--- config.mk ---
export PLATFORM = sky130hd
export DESIGN_NAME = icy_core
export DESIGN_NICKNAME = d
export VERILOG_FILES = /design/src/hdl/icy_pkg.sv /design/src/hdl/icy_core.sv
export VERILOG_INCLUDE_DIRS = /design/src /design/src/hdl
export SDC_FILE = /design/constraint.sdc
export NUM_CORES = 1
export LEC_CHECK = 0
export BUFFER_PORTS_ARGS = -buffer_cell sky130_fd_sc_hd__buf_2
export CAP_MARGIN = 20
export CORE_MARGIN = 2
export CORE_UTILIZATION = 35
export CTS_CLUSTER_DIAMETER = 200
export DETAILED_ROUTE_END_ITERATION = 10
export GPL_TIMING_DRIVEN = 0
export SETUP_SLACK_MARGIN = 0.4
export SYNTH_ARGS = -nofsm -noshare
export SYNTH_HDL_FRONTEND = slang
export SYNTH_SLANG_ARGS = --single-unit
--- constraint.sdc ---
create_clock -name clk -period 2.3 [get_ports clk]
set_input_delay 0.23 -clock clk [delete_from_list [all_inputs] [get_ports clk]]
set_output_delay 0.23 -clock clk [all_outputs]
set_load 0.03 [all_outputs]
--- src/hdl/icy_consts.svh ---
// Purpose: Constants of the instruction cycle timing core
// Assumes: Included by its bare name
// Notes: Offsets, field positions, reset values and phase codes
`ifndef ICY_CONSTS_SVH
`define ICY_CONSTS_SVH

// Clocks per instruction cycle and the phase codes inside it
`define ICY_CLKS_PER_CYCLE 4
`define ICY_PH_FETCH 2'h0
`define ICY_PH_DECODE 2'h1
`define ICY_PH_EXEC 2'h2
`define ICY_PH_NEXT 2'h3

// Instruction word fields
`define ICY_OP_MSB 15
`define ICY_OP_LSB 11
`define ICY_BIT_MSB 10
`define ICY_BIT_LSB 8
`define ICY_ROT_LEFT_BIT 8
`define ICY_ROT_CARRY_BIT 9
`define ICY_EXIT_INT_BIT 8
`define ICY_OPND_MSB 7
`define ICY_TGT_MSB 10

// Data memory address that holds the program counter low byte
`define ICY_PC_LOW_ADDR 8'h06

// Table reads use the last page of program memory
`define ICY_TABLE_PAGE 3'h7

// Reset values and stack depth
`define ICY_PC_RESET 11'h000
`define ICY_SP_RESET 3'h0
`define ICY_STACK_DEPTH 8

`endif

--- src/hdl/icy_pkg.sv ---
// Purpose: Types of the instruction cycle timing core
// Assumes: Opcode field is five bits, codes follow declaration order
// Notes: All 32 codes are legal
`default_nettype none
package icy_pkg;

    typedef enum logic [4:0] {
        ICY_NOP, ICY_MOV_A_M, ICY_MOV_M_A, ICY_MOV_A_X,
        ICY_ADD_A_M, ICY_ADD_M, ICY_ADD_A_X, ICY_ADC_A_M,
        ICY_SUB_A_M, ICY_SUB_M, ICY_SUB_A_X, ICY_SBC_A_M,
        ICY_AND_A_M, ICY_OR_A_M, ICY_XOR_A_M, ICY_CPL_M,
        ICY_CPL_A, ICY_ADD_ONE_M, ICY_ADD_ONE_A, ICY_SUBTRACT_ONE_M,
        ICY_SUBTRACT_ONE_A, ICY_ROTATE_M, ICY_ROTATE_A, ICY_BIT_SET,
        ICY_BIT_CLEAR, ICY_SKIP_ZERO, ICY_SKIP_BIT_ZERO, ICY_SKIP_BIT_ONE,
        ICY_UNCONDITIONAL_BRANCH, ICY_SUBROUTINE_INVOKE, ICY_SUBROUTINE_EXIT,
        ICY_TABLE_READ
    } icy_op_t;

    typedef enum logic [1:0] {
        ICY_RUN, ICY_BUBBLE, ICY_TABLE
    } icy_mode_t;

endpackage
`default_nettype wire

--- src/hdl/icy_core.sv ---
// Purpose: 8-bit core that executes one instruction per four-clock cycle
// Assumes: Program and data memory answer combinationally to the address
// Notes: Extra cycles are inserted as bubbles or as a table fetch
//
// Contract
// - Every instruction cycle lasts exactly four system clocks.
// - Branch, invoke, exits and table reads take two instruction cycles.
// - Writing the program counter low byte jumps and costs one extra cycle, except from a table read.
// - A skip costs one cycle, plus one more when the skip is taken.
// - Addition carries above 255; subtraction signals borrow below zero.
// - Add_one and subtract_one change by one, into memory or accumulator.
// - AND, OR, XOR and complement set zero flag on a zero result.
// - Rotates shift one bit; carry variants pass the leaving bit through carry.
// - Bit set and clear change only one bit via internal read-modify-write.
// - Subroutine_exit resumes after the invoke; unconditional_branch saves nothing.
// - Conditional branches test a memory value or bit and skip or continue.
// - Table reads fetch program memory data and deliver it to data memory.
// - Add and subtract variants update zero, carry, auxiliary carry, overflow.
`include "icy_consts.svh"
`timescale 1ns/1ps
`default_nettype none

module icy_core (
    input wire logic clk,
    input wire logic rst_b,
    output logic [10:0] prog_addr,
    input wire logic [15:0] prog_data,
    output logic [7:0] dmem_addr,
    output logic [7:0] dmem_wdata,
    output logic dmem_we,
    input wire logic [7:0] dmem_rdata,
    output logic [7:0] acc,
    output logic [3:0] flags,
    output logic cycle_start
);

    ////////////////////////////////////////////////////////////////////////////
    // Reset release
    logic rst_meta_reg;
    logic rst_sync_reg;
    logic rst_n;

    // Two-stage release of the asynchronous reset
    always_ff @(posedge clk or negedge rst_b) begin
        if (!rst_b) begin
            rst_meta_reg <= 1'b0;
            rst_sync_reg <= 1'b0;
        end else begin
            rst_meta_reg <= 1'b1;
            rst_sync_reg <= rst_meta_reg;
        end
    end
    assign rst_n = rst_sync_reg;

    ////////////////////////////////////////////////////////////////////////////
    // State
    logic [1:0] phase_reg;
    icy_pkg::icy_mode_t mode_reg;
    icy_pkg::icy_mode_t mode_next;
    logic [15:0] instr_reg;
    logic [7:0] tbl_data_reg;
    logic [10:0] pc_reg;
    logic [10:0] pc_next;
    logic [10:0] pc_inc;
    logic [7:0] acc_reg;
    logic z_reg, c_reg, ac_reg, ov_reg;
    logic [10:0] stack_mem [0:`ICY_STACK_DEPTH-1];
    logic [2:0] sp_reg;
    logic [2:0] sp_down;

    // Decode and datapath results
    icy_pkg::icy_op_t op;
    logic [7:0] m_val;
    logic [7:0] imm;
    logic [2:0] bidx;
    logic [7:0] b_op;
    logic [7:0] bx;
    logic sub_op;
    logic cin;
    logic [8:0] sum9;
    logic [4:0] nib5;
    logic [7:0] res;
    logic wr_acc, wr_mem, skip;
    logic upd_z, upd_arith, upd_c;
    logic c_new;
    logic push, pop;
    logic pc_low_write;
    logic exec_run;

    assign pc_inc = pc_reg + 11'h001;
    assign sp_down = sp_reg - 3'h1;
    assign exec_run = (phase_reg == `ICY_PH_EXEC) && (mode_reg == icy_pkg::ICY_RUN);

    ////////////////////////////////////////////////////////////////////////////
    // Phase counter: four clocks per instruction cycle
    always_ff @(posedge clk or negedge rst_n) begin
        if (!rst_n) begin
            phase_reg <= `ICY_PH_FETCH;
        end else begin
            phase_reg <= phase_reg + 2'h1;
        end
    end

    // Marks the first clock of each instruction cycle but the first after reset
    always_ff @(posedge clk or negedge rst_n) begin
        if (!rst_n) begin
            cycle_start <= 1'b0;
        end else begin
            cycle_start <= (phase_reg == `ICY_PH_NEXT);
        end
    end

    ////////////////////////////////////////////////////////////////////////////
    // Datapath for the instruction held in instr_reg
    always_comb begin
        op = icy_pkg::icy_op_t'(instr_reg[`ICY_OP_MSB:`ICY_OP_LSB]);
        m_val = dmem_rdata;
        imm = instr_reg[`ICY_OPND_MSB:0];
        bidx = instr_reg[`ICY_BIT_MSB:`ICY_BIT_LSB];
        b_op = m_val;
        sub_op = 1'b0;
        cin = 1'b0;
        // Operand selection for the shared adder
        unique case (op)
            icy_pkg::ICY_ADD_A_X: b_op = imm;
            icy_pkg::ICY_ADC_A_M: cin = c_reg;
            icy_pkg::ICY_SUB_A_M, icy_pkg::ICY_SUB_M: begin
                sub_op = 1'b1;
                cin = 1'b1;
            end
            icy_pkg::ICY_SUB_A_X: begin
                b_op = imm;
                sub_op = 1'b1;
                cin = 1'b1;
            end
            icy_pkg::ICY_SBC_A_M: begin
                sub_op = 1'b1;
                cin = c_reg;
            end
            default: b_op = m_val;
        endcase
        bx = sub_op ? ~b_op : b_op;
        // Carry out means no borrow for subtraction
        sum9 = {1'b0, acc_reg} + {1'b0, bx} + {8'h00, cin};
        nib5 = {1'b0, acc_reg[3:0]} + {1'b0, bx[3:0]} + {4'h0, cin};
        res = 8'h00;
        wr_acc = 1'b0;
        wr_mem = 1'b0;
        skip = 1'b0;
        upd_z = 1'b0;
        upd_arith = 1'b0;
        upd_c = 1'b0;
        c_new = c_reg;
        push = 1'b0;
        pop = 1'b0;
        pc_next = pc_inc;
        mode_next = icy_pkg::ICY_RUN;
        unique case (op)
            icy_pkg::ICY_NOP: res = 8'h00;
            icy_pkg::ICY_MOV_A_M: begin
                res = m_val;
                wr_acc = 1'b1;
            end
            icy_pkg::ICY_MOV_M_A: begin
                res = acc_reg;
                wr_mem = 1'b1;
            end
            icy_pkg::ICY_MOV_A_X: begin
                res = imm;
                wr_acc = 1'b1;
            end
            icy_pkg::ICY_ADD_A_M, icy_pkg::ICY_ADD_A_X, icy_pkg::ICY_ADC_A_M,
            icy_pkg::ICY_SUB_A_M, icy_pkg::ICY_SUB_A_X, icy_pkg::ICY_SBC_A_M: begin
                res = sum9[7:0];
                wr_acc = 1'b1;
                upd_arith = 1'b1;
            end
            icy_pkg::ICY_ADD_M, icy_pkg::ICY_SUB_M: begin
                res = sum9[7:0];
                wr_mem = 1'b1;
                upd_arith = 1'b1;
            end
            icy_pkg::ICY_AND_A_M: begin
                res = acc_reg & m_val;
                wr_acc = 1'b1;
                upd_z = 1'b1;
            end
            icy_pkg::ICY_OR_A_M: begin
                res = acc_reg | m_val;
                wr_acc = 1'b1;
                upd_z = 1'b1;
            end
            icy_pkg::ICY_XOR_A_M: begin
                res = acc_reg ^ m_val;
                wr_acc = 1'b1;
                upd_z = 1'b1;
            end
            icy_pkg::ICY_CPL_M, icy_pkg::ICY_CPL_A: begin
                res = ~m_val;
                wr_mem = (op == icy_pkg::ICY_CPL_M);
                wr_acc = (op == icy_pkg::ICY_CPL_A);
                upd_z = 1'b1;
            end
            icy_pkg::ICY_ADD_ONE_M, icy_pkg::ICY_ADD_ONE_A: begin
                res = m_val + 8'h01;
                wr_mem = (op == icy_pkg::ICY_ADD_ONE_M);
                wr_acc = (op == icy_pkg::ICY_ADD_ONE_A);
                upd_z = 1'b1;
            end
            icy_pkg::ICY_SUBTRACT_ONE_M, icy_pkg::ICY_SUBTRACT_ONE_A: begin
                res = m_val - 8'h01;
                wr_mem = (op == icy_pkg::ICY_SUBTRACT_ONE_M);
                wr_acc = (op == icy_pkg::ICY_SUBTRACT_ONE_A);
                upd_z = 1'b1;
            end
            icy_pkg::ICY_ROTATE_M, icy_pkg::ICY_ROTATE_A: begin
                wr_mem = (op == icy_pkg::ICY_ROTATE_M);
                wr_acc = (op == icy_pkg::ICY_ROTATE_A);
                upd_c = instr_reg[`ICY_ROT_CARRY_BIT];
                if (instr_reg[`ICY_ROT_LEFT_BIT]) begin
                    // Left: bit 7 leaves, carry or bit 7 enters bit 0
                    res = {m_val[6:0], upd_c ? c_reg : m_val[7]};
                    c_new = m_val[7];
                end else begin
                    // Right: bit 0 leaves, carry or bit 0 enters bit 7
                    res = {upd_c ? c_reg : m_val[0], m_val[7:1]};
                    c_new = m_val[0];
                end
            end
            icy_pkg::ICY_BIT_SET: begin
                res = m_val | (8'h01 << bidx);
                wr_mem = 1'b1;
            end
            icy_pkg::ICY_BIT_CLEAR: begin
                res = m_val & ~(8'h01 << bidx);
                wr_mem = 1'b1;
            end
            icy_pkg::ICY_SKIP_ZERO: skip = (m_val == 8'h00);
            icy_pkg::ICY_SKIP_BIT_ZERO: skip = !m_val[bidx];
            icy_pkg::ICY_SKIP_BIT_ONE: skip = m_val[bidx];
            icy_pkg::ICY_UNCONDITIONAL_BRANCH: begin
                pc_next = instr_reg[`ICY_TGT_MSB:0];
                mode_next = icy_pkg::ICY_BUBBLE;
            end
            icy_pkg::ICY_SUBROUTINE_INVOKE: begin
                push = 1'b1;
                pc_next = instr_reg[`ICY_TGT_MSB:0];
                mode_next = icy_pkg::ICY_BUBBLE;
            end
            icy_pkg::ICY_SUBROUTINE_EXIT: begin
                pop = 1'b1;
                pc_next = stack_mem[sp_down];
                mode_next = icy_pkg::ICY_BUBBLE;
            end
            icy_pkg::ICY_TABLE_READ: mode_next = icy_pkg::ICY_TABLE;
        endcase
        // Memory writes to the low program counter byte, other than table writes, become jumps
        pc_low_write = wr_mem && (dmem_addr == `ICY_PC_LOW_ADDR);
        if (pc_low_write) begin
            pc_next = {pc_reg[10:8], res};
            mode_next = icy_pkg::ICY_BUBBLE;
        end
        if (skip) begin
            pc_next = pc_reg + 11'h002;
            mode_next = icy_pkg::ICY_BUBBLE;
        end
    end

    ////////////////////////////////////////////////////////////////////////////
    // Instruction and table data capture in the fetch phase
    always_ff @(posedge clk or negedge rst_n) begin
        if (!rst_n) begin
            instr_reg <= 16'h0000;
            tbl_data_reg <= 8'h00;
        end else if (phase_reg == `ICY_PH_FETCH) begin
            if (mode_reg == icy_pkg::ICY_TABLE) begin
                tbl_data_reg <= prog_data[7:0];
            end else if (mode_reg == icy_pkg::ICY_RUN) begin
                instr_reg <= prog_data;
            end
        end
    end

    // Mode of the next instruction cycle: run, bubble or table fetch
    always_ff @(posedge clk or negedge rst_n) begin
        if (!rst_n) begin
            mode_reg <= icy_pkg::ICY_RUN;
        end else if (phase_reg == `ICY_PH_NEXT) begin
            mode_reg <= (mode_reg == icy_pkg::ICY_RUN) ? mode_next : icy_pkg::ICY_RUN;
        end
    end

    // Program counter advances once per executed instruction
    always_ff @(posedge clk or negedge rst_n) begin
        if (!rst_n) begin
            pc_reg <= `ICY_PC_RESET;
        end else if (exec_run) begin
            pc_reg <= pc_next;
        end
    end

    // Fetch address: next instruction, or table location in the last page
    always_ff @(posedge clk or negedge rst_n) begin
        if (!rst_n) begin
            prog_addr <= `ICY_PC_RESET;
        end else if (phase_reg == `ICY_PH_NEXT) begin
            if (mode_reg == icy_pkg::ICY_RUN && mode_next == icy_pkg::ICY_TABLE) begin
                prog_addr <= {`ICY_TABLE_PAGE, acc_reg};
            end else begin
                prog_addr <= pc_reg;
            end
        end
    end

    // Hardware stack of return addresses
    always_ff @(posedge clk) begin
        if (exec_run && push) begin
            stack_mem[sp_reg] <= pc_inc;
        end
    end

    always_ff @(posedge clk or negedge rst_n) begin
        if (!rst_n) begin
            sp_reg <= `ICY_SP_RESET;
        end else if (exec_run && push) begin
            sp_reg <= sp_reg + 3'h1;
        end else if (exec_run && pop) begin
            sp_reg <= sp_down;
        end
    end

    ////////////////////////////////////////////////////////////////////////////
    // Data memory: address in decode, write strobe for one clock after execute
    always_ff @(posedge clk or negedge rst_n) begin
        if (!rst_n) begin
            dmem_addr <= 8'h00;
        end else if (phase_reg == `ICY_PH_DECODE) begin
            dmem_addr <= instr_reg[`ICY_OPND_MSB:0];
        end
    end

    always_ff @(posedge clk or negedge rst_n) begin
        if (!rst_n) begin
            dmem_we <= 1'b0;
            dmem_wdata <= 8'h00;
        end else if (phase_reg == `ICY_PH_EXEC) begin
            if (mode_reg == icy_pkg::ICY_TABLE) begin
                dmem_we <= 1'b1;
                dmem_wdata <= tbl_data_reg;
            end else begin
                // Whole byte rewritten after internal modify
                dmem_we <= exec_run && wr_mem && !pc_low_write;
                dmem_wdata <= res;
            end
        end else begin
            dmem_we <= 1'b0;
        end
    end

    ////////////////////////////////////////////////////////////////////////////
    // Accumulator and flags
    always_ff @(posedge clk or negedge rst_n) begin
        if (!rst_n) begin
            acc_reg <= 8'h00;
        end else if (exec_run && wr_acc) begin
            acc_reg <= res;
        end
    end

    always_ff @(posedge clk or negedge rst_n) begin
        if (!rst_n) begin
            z_reg <= 1'b0;
            c_reg <= 1'b0;
            ac_reg <= 1'b0;
            ov_reg <= 1'b0;
        end else if (exec_run) begin
            if (upd_z || upd_arith) begin
                z_reg <= (res == 8'h00);
            end
            if (upd_arith) begin
                c_reg <= sum9[8];
                ac_reg <= nib5[4];
                ov_reg <= (acc_reg[7] == bx[7]) && (sum9[7] != acc_reg[7]);
            end else if (upd_c) begin
                c_reg <= c_new;
            end
        end
    end

    assign acc = acc_reg;
    assign flags = {ov_reg, ac_reg, c_reg, z_reg};

endmodule

`default_nettype wire

==> impl_results.md, run 1 <==
* Outcome: finished with violations
* Failing checks: setup timing
* Leak at 5.07 nW
* Multi-input gate area at 5490 um^2
* Least-Margin Pin Slew at 1.13 ns
* Setup ws final at -1.57 ns
* Syn Area/Cell at 11.1 um^2
* Worst Skew at 0.0145 ns
* Commonest cells in the synthesized netlist: edfxtp_1, dfrtp_1, nor2_1, nand2_1, a21oi_1
* Port Buffers at 64
* WL final at 33600 um
* Pre-antenna DRT Iters at 5
* CTS tree: done
* Worst EP arrival at 4.19 ns
* First-pass GRT wire length at 48900 um
* Flop pwr share at 28.7%
* Row Count at 61
* DRT iter0 DRCs at 1093
* Power Total at 17.0 mW
* FMAX at 0.259 GHz
* Max-Slew Margin vs Limit at 24.5%
* Total of max-cap violations at 0
* Number of flip-flops in the largest register at 88
* Clk slew on worst S/H paths at 0.08 ns
* DP HPWL at 22400 um
* Vias in the first global route at 8066
* Setup Crit Path Kind: register to register
* Yosys warnings at 0
* Worst Setup End Kind: register
* GRT Overall Usage at 21.4%
* Final setup fails at 32
* Final non-filler cell total at 1454
* VDD IR max at 0.731 mV
* Clock Latency Late Sink at 0.44 ns
* Root Driver: clkbuf_16
* Fill cells at 2539
* Clk sink count at 173
* Number of H-tree levels at 4
* Syn Inst Count at 901
* Die ar. at 29900 um^2
* Synthesis-stage register bit count at 173
* Post-DR wirelength/cell at 23.1 um
* Drt via density at 5.84
* Ratio of cells with drive above 1 in the final layout at 38.4%
* NetSw at 7.38 mW
* Period utilisation layout at 168%
* Pwr/cell area at 1290 nW/um^2
* Starting Density at 35.7%
* Inserted Clock Buffers at 17
* Mux share of post-synthesis cell area at 12.7%
* Post-Synth Simple-Gate Area at 13.3%
* Seq/Total Area, Yosys at 47.8%
* Post-DRT Antenna Nets at 0
* Yosys top cell by area: edfxtp_1
* Fin area at 13200 um^2
* Yosys top cell area share at 26.5%
* DIE HEIGHT at 173 um
* Synthesized cell area at 9970 um^2
* Max Root-Sink Buffers at 2
* Vias post-DR at 8485
* Logic pwr share at 53.3%
* Post-synth ARST share at 49.1%
* Largest family of logic cells by synthesized area: compound AO/OA/AOI/OAI gates
* Top cells by area, synth: edfxtp_1, dfrtp_1, mux4_2
* CP required at 2.63 ns
* Number of library cell types mapped by synthesis at 88
* # DRC at 0
* Register Area at 4780 um^2
* Worst min-delay path class: input port to register
* Largest net degree at the start of global routing at 61
* Gpl congestion at 0.947
* Total global routing overflow at 0
* Startpoint types: register
* Total Nets Final at 1113
* Unrepaired setup endpoints after global routing: true
* Main synth FF type: edfxtp_1
* Clk pwr share at 17.9%
* Initial antenna violation count at 0
* Setup TNS at -36.06 ns
* Die width at 173 um
* Net Sw Frac at 43.4%
* Fin. max-slew vios at 0
* Post-Synth Adder-Cell Area at 3.24%
* Min Tclk post-route at 3.87 ns
* Core Box Area at 27900 um^2
* Reg2reg setup slack at -1.57 ns
* Placed Cells at 1345
* Compound-cell area share of the yosys netlist at 15.5%
* Post-synth EDFFs at 88
* Ant diodes at 0
* Dpl cell area at 11100 um^2
* Critical path peak fanout at 5
* Top-count cell post-synth: edfxtp_1
* Internal at 9.62 mW
* Top Ports at 67
* Area Overhead vs Synth at 32.1%
* Net count after synthesis at 951
* XOR/XNOR share of the synthesized area at 3.14%
* Hold Vio Cnt, Final at 0
==> placed cells by master (no fill, tap or decap), drive strengths merged, types with 8 or more instances in the layout <==
cell type / instances
nand2: 72
dfrtp: 85
mux2: 42
a211oi: 15
a31oi: 15
a21oi: 45
o211ai: 11
and2: 9
xnor2: 21
nand3: 20
nand2b: 10
ha: 21
mux2i: 28
nor3: 22
inv: 34
clkbuf: 45
nor2: 75
nor4: 8
buf: 177
o21ai: 39
edfxtp: 88
and3: 9
xor2: 13
mux4: 23
==> kinds of logic (layout without fill, tap and decap cells) <==
logic type / count (synthesis) / count (layout)
and+or+nand+nor: 270 / 270
muxes: 93 / 93
adders and majority gates: 24 / 24
DFF: 173 / 173
AOI/OAI and AO/OA: 215 / 215
xor gates and xnor gates: 34 / 34
other: 1 / 1
buffers and inverters: 91 / 266
==> area by class of cell <==
class,count,share of cell area [%]
clock buffers,17,3.23
well taps,378,3.59
flip-flops and latches,173,36.3
inverters,26,0.940
repair buffers,143,8.86
multi-input cells,637,41.6
plain buffers,65,3.95
clock inverters,15,1.47
==> stage by stage <==
stage | hold WS (ns) | setup WS, ns | util [%]
5_1_grt | 0.0194 | -1.65 | 47.2
3_5_place_dp | 0.0175 | -1.94 | 39.6
4_1_cts | 0.00806 | -1.71 | 44.2
3_3_place_gp | 0.0155 | -1.96 | 39.5
6_report | 0.0201 | -1.57 | 47.2
2_1_floorplan | -0.0656 | -1.34 | -
==> path summary, 6_finish.rpt <==
kind                                      end  depth (start not counted)          start
worst min register to register   prog_addr[9]                          0          rst_n
max in group asynchronous           pc_reg[2]                          1          rst_n
worst max-delay path            dmem_wdata[1]                         15  instr_reg[15]
worst min-delay path            instr_reg[13]                          2  prog_data[13]
min in group asynchronous               rst_n                          2          rst_b
worst max register to register  dmem_wdata[1]                         15  instr_reg[15]
==> metal layers <==
layer | GRT usage, % | wire length [um] | vias to the layer above
met5 | 0 | 0 | -
met4 | 7.52 | 912 | 0
met3 | 5.12 | 2970 | 70
met2 | 31.4 | 14900 | 461
met1 | 31.0 | 14800 | 4228
li1 | - | - | 3726
==> power by group through the flow <==
stage	Sequential, mW	Clock [mW]	Combinational, mW
after floorplan	5.13	0	4.63
after global placement	4.90	0	7.01
after global routing	4.94	3.23	9.59
after CTS	4.82	3.10	8.09
final	4.88	3.05	9.07
after detailed placement	4.88	0	7.05
==> critical path: stages, from the launching register on <==
cell and delay [ns]:
dfrtp_2 0.45, buf_6 0.13, buf_6 0.11, buf_6 0.11, or2_4 0.25, nor2_4 0.10
buf_6 0.11, mux2i_1 0.21, xnor2_1 0.12, fa_2 0.40, fa_2 0.43, a2111o_1 0.41
a2111oi_4 0.28, o21a_2 0.30, o21ai_2 0.07, mux2_4 0.27
==> timing repair <==
action	in CTS	in global routing
endpoints found under the setup margin	188	184
pin swaps	39	51
cloned	1	1
setup buffers	34	38
hold buffers	3	0
hold endpoints to repair	4	0
gates resized for setup	72	118
Power figures use the tool's default switching activity.
==> inputs of run 2 (changes only) <==
--- a/config.mk
+++ b/config.mk
@@ -8,6 +8,7 @@
 export LEC_CHECK = 0
 export BUFFER_PORTS_ARGS = -buffer_cell sky130_fd_sc_hd__buf_2
 export CAP_MARGIN = 20
+export CORE_ASPECT_RATIO = 0.8
 export CORE_MARGIN = 2
 export CORE_UTILIZATION = 35
 export CTS_CLUSTER_DIAMETER = 200
==> run 2 against run 1 <==
Against the previous run:
- the flow still finishes with violations (setup timing)
- first-iteration DRC count down 9.4%
- sequential power barely moved
- final area barely moved
- clock-buffer cell count up 1
- total power down 0.57%
- critical path depth is the same
- combinational power about the same
- via count fell by 1.4%
- die area is essentially flat
- critical endpoint unchanged
==> impl_results.md, run 2 (same netlist as run 1, synthesis figures left out) <==
* Outcome: finished with violations
* Failing checks: setup timing
* WL final at 34400 um (+2.4%)
* Flop pwr share at 29.1% (+0.4 points)
* FMAX at 0.255 GHz (-1.5%)
* Most frequent cells in the layout: edfxtp_1, dfrtp_1, buf_2
* Startpoint types: register
* Crit. Startpoint: instr_reg[15]
* DP HPWL at 23200 um (+3.9%)
* Period utilisation layout at 171% (+2.5 points)
* Setup TNS at -36.46 ns (-0.401 ns)
* VDD IR max at 0.613 mV (-16%)
* Number of H-tree levels at 4 (unchanged)
* Port Buffers at 64 (unchanged)
* Clk sink count at 173 (unchanged)
* Clk pwr share at 17.3% (-0.6 points)
* Worst Setup End Kind: register
* Number of flip-flops in the largest register at 88 (unchanged)
* Max Root-Sink Buffers at 2 (unchanged)
* Vias in the first global route at 7970 (-1.2%)
* Unrepaired setup endpoints after global routing: true
* Vias post-DR at 8362 (-1.4%)
* Setup ws final at -1.62 ns (-0.0584 ns)
* HP Start: prog_data[15]
* Total of max-cap violations at 0 (unchanged)
* Setup Crit Path Kind: register to register
* Fin. max-slew vios at 0 (unchanged)
* Commonest non-fill, non-tap cell in the layout: edfxtp_1
* Logic pwr share at 53.7% (+0.4 points)
* Initial antenna violation count at 0 (unchanged)
* Final setup fails at 32 (unchanged)
* Critical path peak fanout at 3 (-2)
* Gpl congestion at 0.985 (+4.1%)
* Net Sw Frac at 42.8% (-0.57 points)
* Top Ports at 67 (unchanged)
* Root Driver: clkbuf_16
* Worst min-delay path class: input port to register
* Largest net degree at the start of global routing at 51 (-16%)
* Register Area at 4780 um^2 (about the same)
* Internal at 9.66 mW (+0.43%)
* Hold Vio Cnt, Final at 0 (unchanged)
* WL met1 at 15700 um (+6.0%)
* Worst Skew at 0.0170 ns (+0.00247 ns)
* First-pass GRT wire length at 50700 um (+3.7%)
* GRT Overall Usage at 23.1% (+1.6 points)
* Starting Density at 35.4% (-0.27 points)
* Die width at 193 um (+12%)
* # DRC at 0 (unchanged)
* Pre-antenna DRT Iters at 7 (+2)
* Least-Margin Pin Slew at 1.01 ns (-0.114 ns)
* Power Total at 16.9 mW (-0.57%)
* Core Box Area at 28100 um^2 (+0.76%)
* Min Tclk post-route at 3.92 ns (+0.0584 ns)
* Worst EP arrival at 4.25 ns (+0.06 ns)
* Area Overhead vs Synth at 32.1% (about the same)
* NetSw at 7.24 mW (-1.9%)
* Inserted Clock Buffers at 17 (unchanged)
* Met2 wire length at 14200 um (-4.4%)
* Ratio of cells with drive above 1 in the final layout at 37.7% (-0.73 points)
* DIE HEIGHT at 155 um (-10%)
* DRT iter0 DRCs at 990 (-9.4%)
* CP required at 2.63 ns (about the same)
* Fill cells at 2551 (+0.47%)
* Post-DRT Antenna Nets at 0 (unchanged)
* Reg2reg start: instr_reg[15]
* Drt via density at 5.76 (-1.2%)
* Clock Latency Late Sink at 0.45 ns (about the same)
* Met3 routed WL at 3910 um (+32%)
* Total Nets Final at 1118 (+0.45%)
* Leak at 5.09 nW (+0.41%)
* Total global routing overflow at 0 (unchanged)
* Clk slew on worst S/H paths at 0.07 ns (about the same)
* Ant diodes at 0 (unchanged)
* Highest routed layer: met4
* Post-DR wirelength/cell at 23.7 um (+2.6%)
* Row Count at 55 (-9.8%)
* Die ar. at 29900 um^2 (about the same)
* CTS tree: done
* Multi-input gate area at 5440 um^2 (-0.84%)
* Pwr/cell area at 1280 nW/um^2 (-0.61%)
* Max-Slew Margin vs Limit at 32.1% (+7.6 points)
[run 2: layout make-up]
type	count	area share (%)
Inverter	26	0.902
Timing Repair Buffer	148	9.46
Tap cell	370	3.51
Multi-Input combinational cell	637	41.3
Clock buffer	18	3.33
Clock inverter	14	1.19
Sequential cell	173	36.3
Buffer	65	4.06
[run 2: what timing repair did]
action,in CTS,in global routing
endpoints found under the setup margin,196,213
buffers inserted,45,29
hold buffers,4,0
hold endpoints to repair,5,0
pin swaps,38,49
resized for setup,80,99
gates cloned,1,3
[run 2: worst paths after layout]
path | cells after the start | slack, ns | end
max | 15 | -1.62 | dmem_wdata[1]
min | 2 | 0.03 | instr_reg[15]
max reg2reg | 15 | -1.62 | dmem_wdata[1]
min reg2reg | 0 | 0.29 | dmem_addr[3]
max in group asynchronous | 1 | 1.36 | instr_reg[13]
min in group asynchronous | 2 | 0.10 | rst_n
[run 2: power by group through the flow]
| stage | logic [mW] | registers (mW) | clock network, mW |
|---|---|---|---|
| detailed placement | 7.08 | 4.92 | 0 |
| global route | 9.63 | 4.96 | 3.09 |
| finish | 9.07 | 4.91 | 2.92 |
| CTS | 8.29 | 4.86 | 2.96 |
| floorplan | 4.63 | 5.13 | 0 |
| global placement | 7.03 | 4.93 | 0 |
[run 2: through the flow]
| stage | hold slack, ns | setup slack (ns) | instance area (um^2) | util (%) | std cells |
|---|---|---|---|---|---|
| final | 0.0260 | -1.62 | 13200 | 46.8 | 1451 |
| after global routing | 0.0133 | -1.67 | 13200 | 46.8 | 1451 |
| after CTS | 0.00381 | -1.62 | 12500 | 44.5 | 1419 |
| after detailed placement | 0.0172 | -2.19 | 11100 | 39.3 | 1337 |
| after global placement | 0.0160 | -2.18 | 11000 | 39.2 | 1335 |
| after floorplan | -0.0656 | -1.34 | 10200 | - | 901 |
[run 2: worst max-delay path, stage by stage, from the launching register on]
cell and delay, ns:
dfrtp_1 0.42, buf_6 0.13, buf_8 0.11, buf_8 0.11, or2_4 0.26, nor2_4 0.10, buf_6 0.11, mux2i_1 0.21
xnor2_1 0.12, fa_2 0.40, fa_2 0.46, a2111o_1 0.45, a2111oi_4 0.29, o21a_2 0.29, o21ai_2 0.06, mux2_4 0.27
[run 2: per-layer routing]
layer  track usage, %  vias to the layer above
li1                 -                     3744
met1             35.0                     4133
met2             31.1                      429
met3             8.05                       56
met4             5.38                        0
met5                0                        -
